==> src/rtl/i2c_slave_params.svh <==
/*
  Offsets, fields, resets and timing counts of the I2C slave. Assumes
  a 40 MHz clock and byte address = 4 * word index.
*/
`ifndef I2C_SLAVE_PARAMS_SVH
`define I2C_SLAVE_PARAMS_SVH

// system clock rate
`define CLK_MHZ        40

// register word indices
`define IDX_EXT_CFG    8'hC8
`define IDX_OWN_ADDR   8'hCA
`define IDX_CFG        8'hD6
`define IDX_SCR        8'hD7
`define IDX_DATA       8'hD8
`define IDX_IRQ_STAT   8'hE0
`define IDX_IRQ_EN     8'hE1
`define IDX_IRQ_CLR    8'hE2

// reset values
`define RST_BYTE       8'h00
`define RST_IRQ        3'h0

// slave_ext_config fields
`define XCFG_HW_MATCH  0
// slave_config fields
`define CFG_ENABLE     0
`define CFG_SPEED_LO   2
`define CFG_SPEED_HI   3
`define CFG_STOP_IRQ_ENABLE    4
`define CFG_PIN_SEL    6
// slave_status_control fields
`define SCR_BYTE_DONE  0
`define SCR_LRB        1
`define SCR_TRANSMIT   2
`define SCR_ADDR       3
`define SCR_ACK_OUT    4
`define SCR_STOP       5
`define SCR_BUS_ERR    7
// irq status, enable, clear fields
`define IRQ_BYTE       0
`define IRQ_STOP       1
`define IRQ_ERR        2

// bus speed codes
`define SPEED_100K     2'h0
`define SPEED_400K     2'h1
`define SPEED_50K      2'h2

// data hold after SCL fall per speed, in ns; CYC turns it into cycles
`define HOLD_W         5
`define T_HOLD_100K_NS 300
`define T_HOLD_400K_NS 100
`define T_HOLD_50K_NS  600
`define CYC(ns)        5'(((ns) * `CLK_MHZ + 999) / 1000)

// byte length on the wire
`define BITS_PER_BYTE  4'h8

`endif

==> src/rtl/i2c_slave_pkg.sv <==
/*
  Types of the I2C slave. Assumes nothing.
*/
package i2c_slave_pkg;
  // byte engine states
  typedef enum logic [2:0] {
    stIdle,
    stRecv,
    stStall,
    stAck,
    stSend,
    stSendAck,
    stSkip
  } state_t;
endpackage

==> src/rtl/i2c_slave_addr_status.sv <==
/*
  Byte-oriented I2C slave with own-address compare, pin pair select,
  data hold per speed and Stop interrupt,
  paced by firmware through Avalon-MM.
  Assumes pads resolved outside, one clk domain and a master that
  honours clock stretching.
*/
`include "i2c_slave_params.svh"

// Operation
// hw match on: own address acked automatically.
// hw match on: mismatch NAKed, idle till next Start.
// hw match on: address flag bit 3 stays clear.
// hw match off: address flag, stall, address in data.
// software must set main enable bit 0 for the feature.
// seven-bit own address in bits 6:0, used only with hw match.
// address matching is independent of any buffering mode.
// pin select bit 6 picks pins 5/7 when clear, 0/1 when set.
// Stop interrupt enable bit 4 raises interrupt on Stop.
// speed field bits 3:2: 100k, 400k, 50k; code 11 reserved.
// status/control bits held at reset until enable is set.
// bus error bit 7 set on misplaced Start/Stop; firmware zero clears.
// Stop flag bit 5 set on Stop; stays until firmware writes zero.
// ack-out bit 4 zero means NACK; cleared on every byte complete.
// byte complete after eight received or eight sent plus ack; Start clears.
// last-ack bit holds receiver ninth bit: zero ACK, one NAK.
// address flag set on address byte, cleared only by firmware zero.
// data register reads received byte, write loads byte to send.
// SCL held low while stalled, released after firmware service.
module i2c_slave_addr_status
  import i2c_slave_pkg::*;
(
  // system
  input  wire logic        clk,
  input  wire logic        rst,
  input  wire logic        ce,
  // avalon-mm register slave
  input  wire logic [9:0]  address,
  input  wire logic        read,
  input  wire logic        write,
  input  wire logic [31:0] writedata,
  output logic      [31:0] readdata,
  output logic             waitrequest,
  // pin pair A (port-1 pins 5 and 7)
  input  wire logic        sclPairAIn,
  input  wire logic        sdaPairAIn,
  output logic             sclPairAOut,
  output logic             sdaPairAOut,
  output logic             sclPairAOeN,
  output logic             sdaPairAOeN,
  // pin pair B (port-1 pins 0 and 1)
  input  wire logic        sclPairBIn,
  input  wire logic        sdaPairBIn,
  output logic             sclPairBOut,
  output logic             sdaPairBOut,
  output logic             sclPairBOeN,
  output logic             sdaPairBOeN,
  // interrupt
  output logic             irq
);

  // configuration
  logic                hwMatchEn;
  logic [6:0]          ownAddr;
  logic                cfgEnable;
  logic [1:0]          cfgSpeed;
  logic                cfgStopIe;
  logic                cfgPinSel;
  // status/control bits
  logic                byteDone;
  logic                lastAckBit;
  logic                transmit;
  logic                addrFlag;
  logic                ackOut;
  logic                stopSeen;
  logic                busErr;
  // data port and engine
  logic [7:0]          dataReg;
  state_t              state;
  logic [3:0]          bitCnt;
  logic [7:0]          shifter;
  logic                isAddr;
  logic                hwAddr;
  logic                rxDir;
  logic                ackVal;
  logic                phaseAck;
  logic [`HOLD_W-1:0]  holdCnt;
  logic [`HOLD_W-1:0]  holdCycles;
  logic                driveLevel;
  // interrupts
  logic [2:0]          irqStatus;
  logic [2:0]          irqEnable;
  // pins
  logic [3:0]          pinMeta;
  logic [3:0]          pinSync;
  logic                sclPrev;
  logic                sdaPrev;
  logic                sclNow;
  logic                sdaNow;
  logic                sclRise;
  logic                sclFall;
  logic                startDet;
  logic                stopDet;
  // decode and events
  logic [7:0]          regIdx;
  logic                wrEn;
  logic                wrScr;
  logic [7:0]          rdMux;
  logic                hwEn;
  logic                recvDone;
  logic                addrHit;
  logic                midByte;
  logic                evByte;
  logic                evAddr;
  logic                evErr;
  logic                evStop;
  logic                wantSdaLow;
  logic                sdaLow;
  logic                next_sdaLow;
  logic                next_sclLow;

  // decode; a write lands when waitrequest is low
  assign regIdx = address[9:2];
  assign wrEn   = write & ~waitrequest;
  assign wrScr  = wrEn & (regIdx == `IDX_SCR);
  assign hwEn   = hwMatchEn & cfgEnable;

  // two-flop pad synchronisers, idle high
  always_ff @(posedge clk or posedge rst) begin
    if (rst) begin
      pinMeta <= 4'hF;
      pinSync <= 4'hF;
    end else if (ce) begin
      pinMeta <= {sdaPairBIn, sclPairBIn, sdaPairAIn, sclPairAIn};
      pinSync <= pinMeta;
    end
  end

  // selected pair and its history
  assign sclNow = cfgPinSel ? pinSync[2] : pinSync[0];
  assign sdaNow = cfgPinSel ? pinSync[3] : pinSync[1];

  always_ff @(posedge clk or posedge rst) begin
    if (rst) begin
      sclPrev <= 1'b1;
      sdaPrev <= 1'b1;
    end else if (ce) begin
      sclPrev <= sclNow;
      sdaPrev <= sdaNow;
    end
  end

  // bus conditions
  assign sclRise  = sclNow & ~sclPrev;
  assign sclFall  = ~sclNow & sclPrev;
  assign startDet = cfgEnable & sclNow & sclPrev & sdaPrev & ~sdaNow;
  assign stopDet  = cfgEnable & sclNow & sclPrev & ~sdaPrev & sdaNow;

  // engine events
  assign recvDone = (state == stRecv) & (bitCnt == `BITS_PER_BYTE) & sclFall;
  assign addrHit  = shifter[7:1] == ownAddr;
  // a Stop or repeated Start follows one SCL rise: legal until the second
  assign midByte  = ((state == stRecv) & (bitCnt > 4'h1))
                  | (state == stSend) | (state == stSendAck)
                  | (state == stAck);
  assign evErr    = (startDet | stopDet) & midByte;
  assign evStop   = stopDet;
  assign evAddr   = recvDone & isAddr & ~hwEn;
  assign evByte   = (recvDone & ~(isAddr & hwEn))
                  | ((state == stAck) & sclFall & hwAddr & rxDir & ackVal)
                  | ((state == stSendAck) & sclFall);

  // byte engine; behaves alike in every buffering mode
  always_ff @(posedge clk or posedge rst) begin
    if (rst) begin
      state    <= stIdle;
      bitCnt   <= 4'h0;
      shifter  <= `RST_BYTE;
      isAddr   <= 1'b0;
      hwAddr   <= 1'b0;
      rxDir    <= 1'b0;
      ackVal   <= 1'b0;
      phaseAck <= 1'b0;
    end else if (ce) begin
      if (!cfgEnable) begin
        state <= stIdle;
      end else if (startDet) begin
        state  <= stRecv;
        bitCnt <= 4'h0;
        isAddr <= 1'b1;
        hwAddr <= 1'b0;
      end else if (stopDet) begin
        state <= stIdle;
      end else begin
        unique case (state)
          stIdle, stSkip: begin
          end
          stRecv: begin
            if (sclRise) begin
              shifter <= {shifter[6:0], sdaNow};
              bitCnt  <= bitCnt + 4'h1;
            end else if (recvDone) begin
              rxDir  <= shifter[0];
              hwAddr <= isAddr & hwEn;
              if (isAddr && hwEn) begin
                if (addrHit) begin
                  state  <= stAck;
                  ackVal <= 1'b1;
                end else begin
                  state <= stIdle;
                end
              end else begin
                state    <= stStall;
                phaseAck <= 1'b1;
              end
            end
          end
          stStall: begin
            if (!byteDone) begin
              if (phaseAck) begin
                state  <= stAck;
                ackVal <= ackOut;
              end else begin
                state   <= stSend;
                shifter <= dataReg;
                bitCnt  <= 4'h0;
              end
            end
          end
          stAck: begin
            if (sclFall) begin
              isAddr <= 1'b0;
              hwAddr <= 1'b0;
              bitCnt <= 4'h0;
              if (!ackVal) begin
                state <= stSkip;
              end else if (hwAddr) begin
                state    <= rxDir ? stStall : stRecv;
                phaseAck <= 1'b0;
              end else if (transmit) begin
                state   <= stSend;
                shifter <= dataReg;
              end else begin
                state <= stRecv;
              end
            end
          end
          stSend: begin
            if (sclRise) begin
              bitCnt <= bitCnt + 4'h1;
            end else if (sclFall) begin
              shifter <= {shifter[6:0], 1'b1};
              if (bitCnt == `BITS_PER_BYTE) begin
                state <= stSendAck;
              end
            end
          end
          stSendAck: begin
            if (sclFall) begin
              state    <= lastAckBit ? stSkip : stStall;
              phaseAck <= 1'b0;
            end
          end
        endcase
      end
    end
  end

  // hold per speed; reserved code acts as 100 kHz
  always_comb begin
    case (cfgSpeed)
      `SPEED_100K: holdCycles = `CYC(`T_HOLD_100K_NS);
      `SPEED_400K: holdCycles = `CYC(`T_HOLD_400K_NS);
      `SPEED_50K:  holdCycles = `CYC(`T_HOLD_50K_NS);
      default:     holdCycles = `CYC(`T_HOLD_100K_NS);
    endcase
  end

  // hold timer restarts on each SCL fall
  always_ff @(posedge clk or posedge rst) begin
    if (rst) begin
      holdCnt <= '0;
    end else if (ce) begin
      if (sclFall) begin
        holdCnt <= holdCycles;
      end else if (holdCnt != '0) begin
        holdCnt <= holdCnt - `HOLD_W'(1);
      end
    end
  end

  // pad drive: SDA after the hold, SCL stretches
  assign wantSdaLow  = cfgEnable & (((state == stAck) & ackVal)
                     | ((state == stSend) & ~shifter[7]));
  assign sdaLow      = cfgPinSel ? ~sdaPairBOeN : ~sdaPairAOeN;
  assign next_sdaLow = (holdCnt == '0) ? wantSdaLow : sdaLow;
  assign next_sclLow = cfgEnable & ((state == stStall)
                     | (next_sdaLow != wantSdaLow));

  always_ff @(posedge clk or posedge rst) begin
    if (rst) begin
      sclPairAOeN <= 1'b1;
      sdaPairAOeN <= 1'b1;
      sclPairBOeN <= 1'b1;
      sdaPairBOeN <= 1'b1;
    end else if (ce) begin
      sclPairAOeN <= ~(~cfgPinSel & next_sclLow);
      sdaPairAOeN <= ~(~cfgPinSel & next_sdaLow);
      sclPairBOeN <= ~(cfgPinSel & next_sclLow);
      sdaPairBOeN <= ~(cfgPinSel & next_sdaLow);
    end
  end

  // open-drain pads only ever pull low
  always_ff @(posedge clk or posedge rst) begin
    if (rst) begin
      driveLevel <= 1'b0;
    end else if (ce) begin
      driveLevel <= 1'b0;
    end
  end
  assign sclPairAOut = driveLevel;
  assign sdaPairAOut = driveLevel;
  assign sclPairBOut = driveLevel;
  assign sdaPairBOut = driveLevel;

  // configuration registers
  always_ff @(posedge clk or posedge rst) begin
    if (rst) begin
      hwMatchEn <= 1'b0;
      ownAddr   <= 7'h00;
      cfgEnable <= 1'b0;
      cfgSpeed  <= 2'h0;
      cfgStopIe <= 1'b0;
      cfgPinSel <= 1'b0;
      irqEnable <= `RST_IRQ;
    end else if (ce && wrEn) begin
      unique case (regIdx)
        `IDX_EXT_CFG:  hwMatchEn <= writedata[`XCFG_HW_MATCH];
        `IDX_OWN_ADDR: ownAddr <= writedata[6:0];
        `IDX_CFG: begin
          cfgEnable <= writedata[`CFG_ENABLE];
          cfgSpeed  <= writedata[`CFG_SPEED_HI:`CFG_SPEED_LO];
          cfgStopIe <= writedata[`CFG_STOP_IRQ_ENABLE];
          cfgPinSel <= writedata[`CFG_PIN_SEL];
        end
        `IDX_IRQ_EN:   irqEnable <= writedata[2:0];
        default: begin
        end
      endcase
    end
  end

  // status flags; clear while disabled; bus events beat firmware writes
  always_ff @(posedge clk or posedge rst) begin
    if (rst) begin
      byteDone   <= 1'b0;
      lastAckBit <= 1'b0;
      transmit   <= 1'b0;
      addrFlag   <= 1'b0;
      ackOut     <= 1'b0;
      stopSeen   <= 1'b0;
      busErr     <= 1'b0;
    end else if (ce) begin
      if (!cfgEnable) begin
        byteDone   <= 1'b0;
        lastAckBit <= 1'b0;
        transmit   <= 1'b0;
        addrFlag   <= 1'b0;
        ackOut     <= 1'b0;
        stopSeen   <= 1'b0;
        busErr     <= 1'b0;
      end else begin
        if (evByte) begin
          byteDone <= 1'b1;
        end else if (startDet) begin
          byteDone <= 1'b0;
        end else if (wrScr && !writedata[`SCR_BYTE_DONE]) begin
          byteDone <= 1'b0;
        end
        if (startDet) begin
          lastAckBit <= 1'b0;
        end else if (state == stSendAck && sclRise) begin
          lastAckBit <= sdaNow;
        end
        if (startDet) begin
          transmit <= 1'b0;
        end else if (wrScr) begin
          transmit <= writedata[`SCR_TRANSMIT];
        end
        if (evAddr) begin
          addrFlag <= 1'b1;
        end else if (wrScr && !writedata[`SCR_ADDR]) begin
          addrFlag <= 1'b0;
        end
        if (evByte) begin
          ackOut <= 1'b0;
        end else if (wrScr) begin
          ackOut <= writedata[`SCR_ACK_OUT];
        end
        if (evStop) begin
          stopSeen <= 1'b1;
        end else if (wrScr && !writedata[`SCR_STOP]) begin
          stopSeen <= 1'b0;
        end
        if (evErr) begin
          busErr <= 1'b1;
        end else if (wrScr && !writedata[`SCR_BUS_ERR]) begin
          busErr <= 1'b0;
        end
      end
    end
  end

  // data port: received byte in, firmware byte out
  always_ff @(posedge clk or posedge rst) begin
    if (rst) begin
      dataReg <= `RST_BYTE;
    end else if (ce) begin
      if (recvDone) begin
        dataReg <= shifter;
      end else if (wrEn && regIdx == `IDX_DATA) begin
        dataReg <= writedata[7:0];
      end
    end
  end

  // sticky interrupt status, write-one clear, set wins
  always_ff @(posedge clk or posedge rst) begin
    if (rst) begin
      irqStatus <= `RST_IRQ;
      irq       <= 1'b0;
    end else if (ce) begin
      for (int i = 0; i < 3; i++) begin
        if (wrEn && regIdx == `IDX_IRQ_CLR && writedata[i]) begin
          irqStatus[i] <= 1'b0;
        end
      end
      if (evByte) irqStatus[`IRQ_BYTE] <= 1'b1;
      if (evStop && cfgStopIe) irqStatus[`IRQ_STOP] <= 1'b1;
      if (evErr) irqStatus[`IRQ_ERR] <= 1'b1;
      irq <= |(irqStatus & irqEnable);
    end
  end

  // read mux; reserved and unmapped bits read zero
  always_comb begin
    case (regIdx)
      `IDX_EXT_CFG:  rdMux = {7'h00, hwMatchEn};
      `IDX_OWN_ADDR: rdMux = {1'b0, ownAddr};
      `IDX_CFG:      rdMux = {1'b0, cfgPinSel, 1'b0, cfgStopIe, cfgSpeed,
                              1'b0, cfgEnable};
      `IDX_SCR:      rdMux = {busErr, 1'b0, stopSeen, ackOut, addrFlag,
                              transmit, lastAckBit, byteDone};
      `IDX_DATA:     rdMux = dataReg;
      `IDX_IRQ_STAT: rdMux = {5'h00, irqStatus};
      `IDX_IRQ_EN:   rdMux = {5'h00, irqEnable};
      default:       rdMux = 8'h00;
    endcase
  end

  // avalon answer after one wait cycle, low for one cycle
  always_ff @(posedge clk or posedge rst) begin
    if (rst) begin
      waitrequest <= 1'b1;
      readdata    <= 32'h0000_0000;
    end else if (ce) begin
      if ((read || write) && waitrequest) begin
        waitrequest <= 1'b0;
        readdata    <= {24'h00_0000, rdMux};
      end else begin
        waitrequest <= 1'b1;
      end
    end
  end

endmodule // i2c_slave_addr_status

==> config.mk <==
export PLATFORM = sky130hd
export DESIGN_NAME = i2c_slave_addr_status
export DESIGN_NICKNAME = d
export VERILOG_FILES = /design/src/rtl/i2c_slave_pkg.sv /design/src/rtl/i2c_slave_addr_status.sv
export VERILOG_INCLUDE_DIRS = /design/src /design/src/rtl
export SDC_FILE = /design/constraint.sdc
export NUM_CORES = 1
export LEC_CHECK = 0
export BUFFER_PORTS_ARGS = -buffer_cell sky130_fd_sc_hd__buf_2
export CAP_MARGIN = 10
export CORE_MARGIN = 1
export CORE_UTILIZATION = 51
export DETAILED_ROUTE_END_ITERATION = 7
export PLACE_DENSITY = 0.76
export SLEW_MARGIN = 20
export SYNTH_ARGS = -nofsm -noshare
export SYNTH_HDL_FRONTEND = slang
export SYNTH_SLANG_ARGS = --single-unit
==> constraint.sdc <==
create_clock -name clk -period 2.47 [get_ports clk]
set_clock_uncertainty 0.1 [all_clocks]
set_input_delay 0.1235 -clock clk [delete_from_list [all_inputs] [get_ports clk]]
set_output_delay 0.1235 -clock clk [all_outputs]
set_load 0.02 [all_outputs]
==> impl_metrics.tcl <==
set metrics [dict create \
    synthCells 509 \
    hold_path_end "busErr$_DFFE_PP0P_" \
    netlist_area_um2 4980 \
    powerDensity_nw_per_um2 830 \
    async_flop_share_pct 100 \
    tns_ns 0 \
    firstDrtPassIters 7 \
    met2_usage_pct 43.5 \
    cp.arrival_ns 2.53 \
    fmax_ghz 0.418 \
    holdWs_ns 0.0118 \
    hold_viol 0 \
    final_cell_mix "dfrtp_1 (68), nand2_1 (61), mux2_2 (39), buf_2 (39), conb_1 (28)" \
    area_delta_synth_final_pct 13.6 \
    cpMaxStageDelayCell "dfrtp_1" \
    reg2reg_depth 6 \
    cp_slowest_stage_delay_ns 0.53 \
    yosysWarnings 0 \
    hp-class "primary input to register" \
    initial_utilization_pct 53.4 \
    diodes 0 \
    globalRoute.busiestLayer "met2" \
    drtAntennaViolNets 0 \
    track_usage_pct 27.2 \
    rsz0062_at_grt "false" \
    leakage_nw 2.60 \
    vias 4230 \
    slew_headroom_pct 60.4 \
    hpwl_um 9660 \
    hp-start "writedata[7]" \
    fill_cells 782 \
    crit_fanout 9 \
    worstMarginPinSlew_ns 0.586 \
    synthTopCellsByArea "dfrtp_1 (34%), mux2_2 (8.8%), dfstp_2 (7.9%)" \
    wl_um 13100 \
    path_buf_inv 1 \
    die_width_um 101 \
    worstPathCellList "mux2i_4 > buf_4 > nor4_2 > or2_2 > or2_1 > o41ai_1" \
    num_rows 35 \
    postCtsSetupRepairBufs 0 \
    clock_sinks 83 \
    drc 0 \
    h-tree-depth 3 \
    insertion_delay_ns 0.37 \
    regToRegSetupSlack_ns 0.08 \
    drv_slew 0 \
    critPathTopFamily "simple AND/OR/NAND/NOR gates" \
    worstSetupStartpointType "register" \
    synth_edf_count 0 \
    io_pins 93 \
    wire_per_inst_um 18.6 \
    grt_antenna_before_repair 0 \
    routed_via_density 6.01 \
    cts_tree "built" \
    reg2reg_to "bitCnt[2]$_DFFE_PP0P_" \
    min_period_ns 2.39 \
    synth_top_area_share_pct 34.2 \
    syn_avg_cell_area_um2 9.78 \
    outcome "completed" \
    synthFlopType "dfrtp_1" \
    drtIter0Drc 383 \
    die_h_um 101 \
    synth_seq_area_share_pct 42.1 \
    clk_pin_slew_worst_paths_ns 0.09 \
    use_met3_pct 6.87 \
    yosys.area.top_type "dfrtp_1" \
    crit_type "register to register" \
    timing.rr.start "cfgPinSel$_DFFE_PP0P_" \
    fin_util_pct 60.6 \
    place_ws_ns 0.140 \
    grt_pass1_wl_um 20700 \
    cp_num_cells 6 \
    maxCapViolCount 0 \
    clockBufferDepth 2 \
    met1_usage_pct 35.7 \
    yosys.cell_types.count 77 \
    required_ns 2.61 \
    worstSetupEndpointType "register" \
    ir_worst_vdd_mv 0.378 \
    portBuffers 38 \
    grt_max_degree 54 \
    final_common_cell "dfrtp_1" \
    fin_crit_sh_pct 96.8 \
    timing.final.ws_setup_ns 0.0789 \
    root_buffer "clkbuf_8" \
    setup_viol 0 \
    total_power_w 0.00469 \
    routabilityCongestion 0.912 \
    drive_gt1_share_pct 26.3 \
    grt_pass1_vias 4037 \
    fp.coreArea_um2 9330 \
    cts_buffers 9 \
    nNetsFinal 626 \
    ys_ff_latch 83 \
    hold_depth 3 \
    grt.overflow.total 0 \
    die-area_um2 10200 \
]
## synthesized netlist by cell type, drive strengths merged (4+ instances only)
library cell	number
a222oi	4
dfstp	15
o21ai	34
buf	39
a31oi	9
and3	7
nor3	13
ha	5
nand3b	4
dfrtp	68
and2	4
a21oi	20
xor2	4
nand2	61
inv	18
xnor2	6
clkbuf	12
and3b	4
nor2	26
mux2i	14
o31ai	6
a22o	6
nand2b	10
a21o	7
nand3	9
nor4	11
mux2	39
## worst max-delay path by stage
stage | slack, ns | start | to
after CTS | 0.13 | cfgPinSel$_DFFE_PP0P_ | bitCnt[2]$_DFFE_PP0P_
final | 0.08 | cfgPinSel$_DFFE_PP0P_ | bitCnt[2]$_DFFE_PP0P_
after global placement | 0.20 | cfgPinSel$_DFFE_PP0P_ | dataReg[4]$_DFFE_PP0P_
after floorplan | 0.13 | rst | ackOut$_DFFE_PP0P_
after global routing | 0.02 | cfgPinSel$_DFFE_PP0P_ | bitCnt[3]$_DFFE_PP0P_
after detailed placement | 0.14 | cfgPinSel$_DFFE_PP0P_ | bitCnt[2]$_DFFE_PP0P_
## cell families after synthesis
logic type,Yosys count,synth area share [%]
flops,83,42.1
compound gates,118,16.5
buf+inv,70,7.84
fa+ha+maj,5,1.26
simple gates,169,18.4
mux,53,12.1
xor+xnor,10,1.76
other cells,1,0.0753
## report_power, final
part	switching (W)	total, W	internal [W]
Combinational	0.000953	0.00166	0.000707
Clock	0.000553	0.00114	0.000585
Sequential	0.000287	0.00190	0.00161
Total	0.00179	0.00469	0.00290
## registers in the layout, summed over array words and instances, names as in the netlist, 2 cells and up
signal	count
bitCnt	4
cfgSpeed	2
dataReg	8
holdCnt	5
irqEnable	3
irqStatus	3
ownAddr	7
pinMeta	4
pinSync	4
readdata	8
shifter	8
state	3
## area by class of cell
class | count | area (µm²) | area share (%)
clock inverters | 7 | 105 | 1.86
inverters | 19 | 72.6 | 1.28
well taps | 129 | 161 | 2.85
clock buffers | 9 | 124 | 2.19
flip-flops and latches | 83 | 2100 | 37.1
multi-input cells | 383 | 2600 | 46.0
repair buffers | 74 | 498 | 8.81
## per-layer routing
metal	vias to the layer above	routed length, µm
li1	1917	-
met1	2074	5650
met2	217	6160
met3	22	1000
met4	0	292
met5	-	0
## timing repair
action                                  CTS  global route
endpoints found under the setup margin    0             8
gates resized for setup                   0             1
hold buffers                             11             0
hold endpoints to repair                 43             0
## through the flow
step	instance area [µm²]	instances
floorplan	5080	536
global placement	5310	676
detailed placement	5310	676
CTS	5640	703
global route	5660	704
finish	5660	704
## worst min-delay path, cell delays in order
cell and delay (ns):
buf_2 0.12, o221ai_1 0.12, nand2b_1 0.08
No activity file was read; power rests on OpenSTA's default activity.
